**config.mk**
```make
export PLATFORM = sky130hd
export DESIGN_NAME = sif_stage_interrupt_flags
export DESIGN_NICKNAME = d
export VERILOG_FILES = /design/src/rtl/sif_stage_interrupt_flags.v
export VERILOG_INCLUDE_DIRS = /design/src /design/src/rtl
export SDC_FILE = /design/constraint.sdc
export NUM_CORES = 1
export LEC_CHECK = 0
export BUFFER_PORTS_ARGS = -buffer_cell sky130_fd_sc_hd__buf_4
export CAP_MARGIN = 20
export CORE_MARGIN = 1
export CORE_UTILIZATION = 54
export DETAILED_ROUTE_END_ITERATION = 8
export PLACE_DENSITY = 0.86
export REMOVE_ABC_BUFFERS = 1
export SLEW_MARGIN = 20
export SYNTH_ARGS = -nofsm -noshare
export SYNTH_HDL_FRONTEND = slang
export SYNTH_SLANG_ARGS = --single-unit
export TNS_END_PERCENT = 100
```
**constraint.sdc**
```tcl
create_clock -name clock -period 2.9 [get_ports clock]
set_input_delay 0.145 -clock clock [delete_from_list [all_inputs] [get_ports clock]]
set_output_delay 0.145 -clock clock [all_outputs]
set_load 0.005 [all_outputs]
```
**src/rtl/sif_defs.vh**
```
// Purpose: Constants for the stage interrupt flag block.
// Assumes: Sixteen-bit registers addressed by a ten-bit register index.
// Notes: Offsets are register indices on the device's own register port.
`ifndef SIF_DEFS_VH
`define SIF_DEFS_VH
`define SIF_ADDR_W 10
`define SIF_DATA_W 16
`define SIF_OFS_DONE_EN 10'h007
`define SIF_OFS_LOW_FLAGS 10'h008
`define SIF_OFS_HIGH_FLAGS 10'h009
`define SIF_OFS_HIGH_EN 10'h006
`define SIF_OFS_DONE_STATUS 10'h00A
`define SIF_GPIO_EN_BIT 12
`define SIF_RESET_WORD 16'h0000
`endif

```
**src/rtl/sif_stage_interrupt_flags.v**
```verilog
// Purpose: Interrupt enables, limit flags and the active-low interrupt output of a twelve-stage sensing controller.
// Assumes: One clock; register port is a simple strobed read/write port; all inputs synchronous to the clock.
// Notes: Flags clear after a read only where their condition has gone away.
`include "sif_defs.vh"
`timescale 1ns/100ps
`default_nettype none
module sif_stage_interrupt_flags #(
  parameter STAGES = 12
) (
  input wire clock,
  input wire reset,
  input wire reg_write,
  input wire reg_read,
  input wire [`SIF_ADDR_W-1:0] reg_addr,
  input wire [`SIF_DATA_W-1:0] reg_wdata,
  output reg [`SIF_DATA_W-1:0] reg_rdata,
  input wire [STAGES-1:0] stage_done,
  input wire [STAGES-1:0] low_exceeded,
  input wire [STAGES-1:0] high_exceeded,
  input wire gpio_in,
  output wire int_n
);
  // Enable registers and their next values.
  reg [STAGES-1:0] done_irq_en;
  reg gpio_irq_en;
  reg [STAGES-1:0] high_irq_en;
  reg [STAGES-1:0] next_done_irq_en;
  reg next_gpio_irq_en;
  reg [STAGES-1:0] next_high_irq_en;

  // Sticky event flags, one per stage and one for the GPIO pin.
  reg [STAGES-1:0] low_flag;
  reg [STAGES-1:0] high_flag;
  reg [STAGES-1:0] done_flag;
  reg gpio_flag;
  wire [STAGES-1:0] next_low_flag;
  wire [STAGES-1:0] next_high_flag;
  wire [STAGES-1:0] next_done_flag;
  reg next_gpio_flag;

  // Per-stage interrupt sources after masking.
  wire [STAGES-1:0] done_source;
  wire [STAGES-1:0] high_source;

  // GPIO change detection.
  reg gpio_last;
  reg gpio_primed;
  wire gpio_change;

  // Interrupt state.
  reg int_active;
  reg next_int_active;

  // Register port decode.
  wire sel_done_en;
  wire sel_high_en;
  wire sel_low_flags;
  wire sel_high_flags;
  wire sel_done_status;
  wire wr_done_en;
  wire wr_high_en;
  wire rd_low;
  wire rd_high;
  wire rd_done;

  // Read words, assembled with the unused upper bits at zero.
  reg [`SIF_DATA_W-1:0] done_en_word;
  reg [`SIF_DATA_W-1:0] high_en_word;
  reg [`SIF_DATA_W-1:0] low_flag_word;
  reg [`SIF_DATA_W-1:0] high_flag_word;
  reg [`SIF_DATA_W-1:0] done_status_word;
  reg [`SIF_DATA_W-1:0] next_rdata;

  genvar stage;

  assign sel_done_en = (reg_addr == `SIF_OFS_DONE_EN);
  assign sel_high_en = (reg_addr == `SIF_OFS_HIGH_EN);
  assign sel_low_flags = (reg_addr == `SIF_OFS_LOW_FLAGS);
  assign sel_high_flags = (reg_addr == `SIF_OFS_HIGH_FLAGS);
  assign sel_done_status = (reg_addr == `SIF_OFS_DONE_STATUS);

  assign wr_done_en = reg_write && sel_done_en;
  assign wr_high_en = reg_write && sel_high_en;
  assign rd_low = reg_read && sel_low_flags;
  assign rd_high = reg_read && sel_high_flags;
  assign rd_done = reg_read && sel_done_status;

  // The interrupt sees a new enable in the cycle of its write, so a cleared enable releases at once.
  always @* begin
    next_done_irq_en = done_irq_en;
    next_gpio_irq_en = gpio_irq_en;
    next_high_irq_en = high_irq_en;
    if (wr_done_en) begin
      next_done_irq_en = reg_wdata[STAGES-1:0];
      next_gpio_irq_en = reg_wdata[`SIF_GPIO_EN_BIT];
    end
    if (wr_high_en) begin
      next_high_irq_en = reg_wdata[STAGES-1:0];
    end
  end

  // A new event in the read cycle wins over the clear, so a limit still exceeded keeps its flag.
  generate
    for (stage = 0; stage < STAGES; stage = stage + 1) begin : g_stage
      assign next_low_flag[stage] = (rd_low ? 1'b0 : low_flag[stage]) | low_exceeded[stage];
      assign next_high_flag[stage] = (rd_high ? 1'b0 : high_flag[stage]) | high_exceeded[stage];
      assign next_done_flag[stage] = (rd_done ? 1'b0 : done_flag[stage]) | stage_done[stage];
      assign done_source[stage] = next_done_flag[stage] & next_done_irq_en[stage];
      assign high_source[stage] = next_high_flag[stage] & next_high_irq_en[stage];
    end
  endgenerate

  // The first cycle after reset only learns the pin level, so no false change follows reset.
  assign gpio_change = gpio_primed && (gpio_in != gpio_last);

  always @* begin
    next_gpio_flag = gpio_flag;
    if (rd_done) begin
      next_gpio_flag = 1'b0;
    end
    if (gpio_change) begin
      next_gpio_flag = 1'b1;
    end
  end

  // The interrupt follows the next flag state, so it moves on the edge that takes the event.
  always @* begin
    next_int_active = 1'b0;
    if (|done_source) begin
      next_int_active = 1'b1;
    end
    if (next_gpio_flag && next_gpio_irq_en) begin
      next_int_active = 1'b1;
    end
    if (|high_source) begin
      next_int_active = 1'b1;
    end
  end

  always @(posedge clock or posedge reset) begin
    if (reset) begin
      done_irq_en <= {STAGES{1'b0}};
      gpio_irq_en <= 1'b0;
      high_irq_en <= {STAGES{1'b0}};
    end else begin
      done_irq_en <= next_done_irq_en;
      gpio_irq_en <= next_gpio_irq_en;
      high_irq_en <= next_high_irq_en;
    end
  end

  always @(posedge clock or posedge reset) begin
    if (reset) begin
      low_flag <= {STAGES{1'b0}};
      high_flag <= {STAGES{1'b0}};
      done_flag <= {STAGES{1'b0}};
      gpio_flag <= 1'b0;
    end else begin
      low_flag <= next_low_flag;
      high_flag <= next_high_flag;
      done_flag <= next_done_flag;
      gpio_flag <= next_gpio_flag;
    end
  end

  always @(posedge clock or posedge reset) begin
    if (reset) begin
      gpio_last <= 1'b0;
      gpio_primed <= 1'b0;
    end else begin
      gpio_last <= gpio_in;
      gpio_primed <= 1'b1;
    end
  end

  always @(posedge clock or posedge reset) begin
    if (reset) begin
      int_active <= 1'b0;
    end else begin
      int_active <= next_int_active;
    end
  end

  always @* begin
    done_en_word = `SIF_RESET_WORD;
    done_en_word[STAGES-1:0] = done_irq_en;
    done_en_word[`SIF_GPIO_EN_BIT] = gpio_irq_en;
    high_en_word = `SIF_RESET_WORD;
    high_en_word[STAGES-1:0] = high_irq_en;
    low_flag_word = `SIF_RESET_WORD;
    low_flag_word[STAGES-1:0] = low_flag;
    high_flag_word = `SIF_RESET_WORD;
    high_flag_word[STAGES-1:0] = high_flag;
    done_status_word = `SIF_RESET_WORD;
    done_status_word[STAGES-1:0] = done_flag;
    done_status_word[`SIF_GPIO_EN_BIT] = gpio_flag;
  end

  // Unmapped indices read as zero.
  always @* begin
    case (reg_addr)
      `SIF_OFS_DONE_EN: begin
        next_rdata = done_en_word;
      end
      `SIF_OFS_HIGH_EN: begin
        next_rdata = high_en_word;
      end
      `SIF_OFS_LOW_FLAGS: begin
        next_rdata = low_flag_word;
      end
      `SIF_OFS_HIGH_FLAGS: begin
        next_rdata = high_flag_word;
      end
      `SIF_OFS_DONE_STATUS: begin
        next_rdata = done_status_word;
      end
      default: begin
        next_rdata = `SIF_RESET_WORD;
      end
    endcase
  end

  // Read data shows the flags as they stood before the read clears them, and holds until the next read.
  always @(posedge clock or posedge reset) begin
    if (reset) begin
      reg_rdata <= `SIF_RESET_WORD;
    end else if (reg_read) begin
      reg_rdata <= next_rdata;
    end
  end

  assign int_n = ~int_active;
endmodule
`default_nettype wire

```
### Yosys cells after proc, flatten, opt, wreduce, memory -nomap -nowiden

Index checks and enable logic that the tools add are counted.

| operators by class | value |
|---|---|
| equal/unequal tests | 6 |
| multiplexer cells | 45 |
| bitwise operators | 61 |
| reduce and logical (&&, ||, !) cells | 9 |

Operators by type and width:

| cell | count |
|---|---|
| case mux 13 bit (5 select lines) | 1 |
| 2-to-1 mux 1 bit | 42 |
| bitwise OR 1 bit | 36 |
| == test 10 x 4 -> 1 bit (second input constant) | 3 |
| AND 1 bit | 24 |
| 2-to-1 mux 12 bit | 2 |
| OR reduction 12 bit | 2 |
| == test 10 x 3 -> 1 bit (second input constant) | 2 |
| logical AND 1 bit | 7 |
| != test 1 bit | 1 |
| inverter 1 bit | 1 |

| storage, ports and cells | value |
|---|---|
| register bits after elaboration | 81 |
| input port bits | 67 |
| output and inout bits | 17 |
| logic and storage cells | 132 |

### Longest topological paths before layout

| depth | value |
|---|---|
| word-level depth | 9 |
| depth in mapped cells | 9 |
| mapped depth without buffers | 6 |

### Worst setup path before layout

No wires, ideal clock.

| path | value |
|---|---|
| path kind | input to register |
| from | in reg_addr[5] |
| to | reg int_active |
| library setup time | 140 ps |
| arrival | 2193 ps |
| data required time | 2760 ps |
| setup slack | 567 ps |
| stages on the path | 7 |
| buffers on the path | 1 |
| cell sequence | or4_1 or3_1 buf_6 mux2_4 a2111o_1 nor4_1 nand4_1 |

| on the way | value |
|---|---|
| elaborated cells on any way between the ends | 91 |
| those cells by class | 4 x eq/ne; 32 x mux; 48 x bitwise; 7 x reduce/logical |

RTL lines:

| item | line | RTL |
|---|---|---|
| start: declaration | sif_stage_interrupt_flags.v:14 | `` input wire [`SIF_ADDR_W-1:0] reg_addr, `` |
| == test 10 x 3 -> 1 bit | -- |  |
| logical AND 1 bit | sif_stage_interrupt_flags.v:82 | `assign wr_done_en = reg_write && sel_done_en;` |
| 2-to-1 mux 12 bit | sif_stage_interrupt_flags.v:93 | `if (wr_done_en) begin` |
| net next_done_irq_en[6] | sif_stage_interrupt_flags.v:27 | `reg [STAGES-1:0] next_done_irq_en;` |
| AND 1 bit | sif_stage_interrupt_flags.v:108 | `assign done_source[stage] = next_done_flag[stage] & next_done_irq_en[stage];` |
| OR reduction 12 bit | sif_stage_interrupt_flags.v:129 | `if (\|done_source) begin` |
| 2-to-1 mux 1 bit | sif_stage_interrupt_flags.v:129 |  |
| 2-to-1 mux 1 bit | sif_stage_interrupt_flags.v:132 | `if (next_gpio_flag && next_gpio_irq_en) begin` |
| 2-to-1 mux 1 bit | sif_stage_interrupt_flags.v:135 | `if (\|high_source) begin` |
| net next_int_active | sif_stage_interrupt_flags.v:52 | `reg next_int_active;` |
| end signal: assignment | sif_stage_interrupt_flags.v:180 | `int_active <= next_int_active;` |
| end: declaration | sif_stage_interrupt_flags.v:51 | `reg int_active;` |

The timed path passes the listed nets, and every way through them passes these cells.
A chain may end at the register's enable or synchronous reset.

### Final worst setup path

| path | value |
|---|---|
| from | in reg_addr[0] |
| to | reg int_active |

| on the way | value |
|---|---|
| cells in the longest elaborated chain, start to end | 9 |
| elaborated cells on any way between the ends | 91 |
| those cells by class | 4 x eq/ne; 32 x mux; 48 x bitwise; 7 x reduce/logical |

Ends and longest elaborated chain:

| item | line | RTL |
|---|---|---|
| == test 10 x 4 -> 1 bit | -- |  |
| logical AND 1 bit | sif_stage_interrupt_flags.v:86 | `assign rd_done = reg_read && sel_done_status;` |
| 2-to-1 mux 1 bit | sif_stage_interrupt_flags.v:107 | `assign next_done_flag[stage] = (rd_done ? 1'b0 : done_flag[stage]) \| stage_done[stage];` |
| bitwise OR 1 bit | sif_stage_interrupt_flags.v:107 |  |
| AND 1 bit | sif_stage_interrupt_flags.v:108 |  |
| OR reduction 12 bit | sif_stage_interrupt_flags.v:129 |  |
| 2-to-1 mux 1 bit | sif_stage_interrupt_flags.v:129 |  |
| 2-to-1 mux 1 bit | sif_stage_interrupt_flags.v:132 |  |
| 2-to-1 mux 1 bit * | sif_stage_interrupt_flags.v:135 |  |
| net next_int_active | sif_stage_interrupt_flags.v:52 |  |

The timed path passes the listed nets; every way through them passes the cells marked *.

==> summary.md <==
| Metric | Value |
|---|---|
| Status | completed |
| Overall Global Routing Usage | 30.69% |
| P_int | 1.644 mW |
| Worst-Skew Late Latency | 360 ps |
| Die height | 83.56 um |
| Root buf cell | clkbuf_8 |
| Worst reg2reg path endpoint | int_active |
| Hold Fails Final Rpt | 0 |
| CORE AREA | 0.006386 mm^2 |
| Antenna-violating nets left | 0 |
| Port Buffers | 77 |
| Slew @ Worst Pin | 781.9 ps |
| Vias per inst | 6.213 |
| Combinational power share | 11.2% |
| Cell family with most CP delay | simple AND/OR/NAND/NOR gates |
| Net Sw Power | 0.5371 mW |
| Top-Level Pins | 84 |
| Top FF cell, synth | dfrtp_1 |
| Worst-path clk slew | 80 ps |
| Share of total power in the clock network | 37.3% |
| Post-DP HPWL | 7106 um |
| Yosys cell types | 46 |
| Met2 Wirelength | 4929 um |
| Pwr Density | 454.6 mW/mm^2 |
| Ys Warns | 0 |
| Slowest cell on the critical path | or4b_1 |
| Setup Buffers After CTS | 0 |
| Final WL | 10270 um |
| GRT Residual Overflow | 0 |
| Vias in the first global route | 3262 |
| Mean Syn Cell Area | 10.89 um^2 |
| Unrepaired setup endpoints after global routing | false |
| Post-synth EDFFs | 0 |
| Post-Place Cells | 479 |
| Sequential Power Share | 51.5% |
| Pins Over Slew Limit | 0 |
| Total number of vias | 3268 |
| Max-Cap Viols | 0 |
| First-pass DRT Iterations | 5 |
| Final setup fails | 0 |
| CP max FO | 18 |
| Min Tclk post-route | 2366 ps |
| CP Class | in2reg |
| CTS buffer count | 9 |
| Largest net degree at the start of global routing | 38 |
| Hold/Removal Path Class | in2reg |
| Asr flop ratio synth | 100.0% |
| Post-Synthesis Cells | 330 |
| Reg area | 0.001952 mm^2 |
| Worst reg2reg path startpoint | high_irq_en[1] |
| Clock sinks | 78 |
| Fill count | 413 |
| Gp weighted congestion | 0.9838 |
| Share of cells above drive strength 1 | 28.29% |
| DIE WIDTH | 83.56 um |
| Multi-input gate area | 0.001491 mm^2 |
| Hold Path Depth | 3 |
| WP buf/inv | 1 |
| CP required | 3120 ps |
| Initial antenna violation count | 0 |
| CP endpoint kind | flop |
| Top sig layer | met4 |
| Sw Share | 24.63% |
| Drt drc | 0 |
| ANT cells | 0 |
| Fin crit share | 81.60% |
| R2r setup slk | 1090 ps |
| Slew Limit Headroom | 47.80% |
| #FFs+latches synth | 78 |
| Post-route non-filler standard cell count | 526 |
| Die area | 0.006982 mm^2 |
| Routed WL per cell | 19.53 um |
| Crit start category | input port |
| Clk_skew | 6.976 ps |
| Pleak | 2.186 nW |
| WL met1 | 3956 um |
| Wire length on met3 | 946 um |
| CTS Buffer Depth | 2 |
| Critical path's largest stage delay | 690 ps |
| Sequence of cells on the critical path | buf_4 -> or4b_1 -> o31ai_1 -> a22oi_1 -> a2111o_1 -> nor4_1 -> nand4_1 |
| Initial Util | 56.25% |
| Overall power | 2.181 mW |
| Area growth from synthesis to layout | 33.54% |
| Hold Path Sink | high_flag[9] |
| Fin nets | 511 |
| DRT iter0 DRCs | 394 |
| Path depth of the worst reg2reg path | 4 |
| First-pass GRT wire length | 16280 um |
| # H-tree levels | 3 |
| F_max | 422.6 MHz |
| CTS tree | yes |
| Critical path arrival | 2590 ps |
| Synthesized area | 0.003592 mm^2 |
| Post-synthesis sequential area ratio | 54.34% |
| Row count | 29 |
| Worst IR drop on VDD | 0.3081 mV |
| Hold Crit Start | high_exceeded[9] |
## flip-flops by register name, indices dropped and copies added, names as in the netlist, 12 cells and up
register,count
done_irq_en,12
high_flag,12
done_flag,12
high_irq_en,12
reg_rdata,13
low_flag,12
## layout by cell type, fill, tap and decap left out, drive strengths merged, types with 7 or more instances in the layout
master,n
a21o,26
o21ai,10
buf,92
a22oi,10
a221oi,11
dlygate4sd3,31
nor2,19
mux2i,13
a21oi,14
inv,18
nand2,23
clkbuf,9
mux2,14
o31ai,12
nand4,7
dfrtp,78
## tightest hold or removal path: stages
cell     delay [ps]
buf_4            80
inv_1            50
nand2_1          60
## stage by stage
| stage | TNS, ps | util (%) | worst slack, ps | hold slack (ps) | cell area, um^2 |
|---|---|---|---|---|---|
| final | 0 | 75.12 | 533.7 | 3.979 | 4797 |
| after global routing | 0 | 75.12 | 507.3 | 5.515 | 4797 |
| after CTS | 0 | 74.96 | 620.2 | 0.1618 | 4787 |
| after detailed placement | 0 | 67.18 | 281.8 | 276.8 | 4290 |
| after global placement | 0 | 67.18 | 336.2 | 270.6 | 4290 |
| after floorplan | -48.31 | - | -48.31 | 176.4 | 3497 |
## cell families (layout without fill, tap and decap cells)
logic type / Yosys count / after routing / share of synthesized area (%)
AND/OR/NAND/NOR: 81 / 81 / 12.09
other: 2 / 4 / 0.2091
flip-flops: 78 / 78 / 54.34
XOR/XNOR: 1 / 1 / 0.2439
multiplexers: 27 / 27 / 8.115
buffers and inverters: 38 / 155 / 4.528
AO/OA/AOI/OAI: 103 / 103 / 20.48
## Yosys cell counts (all sizes together), types with 3 or more instances
cell	number	area (um^2)
dfrtp	78	1952
a21o	26	195.2
a221oi	11	96.34
o31ai	12	90.09
inv	16	60.06
nand2	23	86.33
nand3	3	15.01
a22o	4	35.03
a21oi	14	70.07
nor2	19	71.32
o31a	3	26.28
a22oi	10	75.07
clkbuf	16	60.06
mux2	14	161.4
nor4	5	31.28
or3b	3	26.28
buf	6	42.53
or2	6	37.54
o21ai	10	50.05
nand4	7	43.79
a31oi	6	37.54
mux2i	13	130.1
o22ai	3	18.77
## power by group through the flow
stage | Sequential, mW | Clock [mW] | Combinational (mW)
finish | 1.12 | 0.813 | 0.245
global route | 1.13 | 0.867 | 0.264
CTS | 1.12 | 0.820 | 0.241
detailed placement | 1.14 | 0 | 0.208
global placement | 1.14 | 0 | 0.203
floorplan | 1.14 | 0 | 0.0694
## layout make-up
type / instances / area share [%]
multi-input combinational: 216 / 31.09
tap: 77 / 2.008
clock buffer: 9 / 2.582
inverter: 16 / 1.252
sequential: 78 / 40.69
clock inverter: 7 / 1.513
timing repair buffer: 123 / 20.87
## worst max-delay path by stage
stage,start,endpoint,slack [ps],cells after the start
after floorplan,reg_addr[5],int_active,-50,6
after global placement,reg_addr[5],int_active,340,7
after detailed placement,reg_addr[0],int_active,280,7
after CTS,reg_addr[0],int_active,620,7
after global routing,reg_addr[5],int_active,510,8
final,reg_addr[0],int_active,530,7
## layer usage
metal | track usage (%) | vias to the layer above
li1 | - | 1444
met1 | 39.85 | 1561
met2 | 48.93 | 217
met3 | 7.122 | 46
met4 | 14.48 | 0
met5 | 0 | -
## what timing repair did
| action | CTS | global route |
|---|---|---|
| setup endpoints to repair | 0 | 0 |
| gates resized for setup | 0 | 0 |
| hold endpoints to repair | 64 | 1 |
| hold buffers | 30 | 1 |
Note: power is estimated with default switching activity, not from simulation.
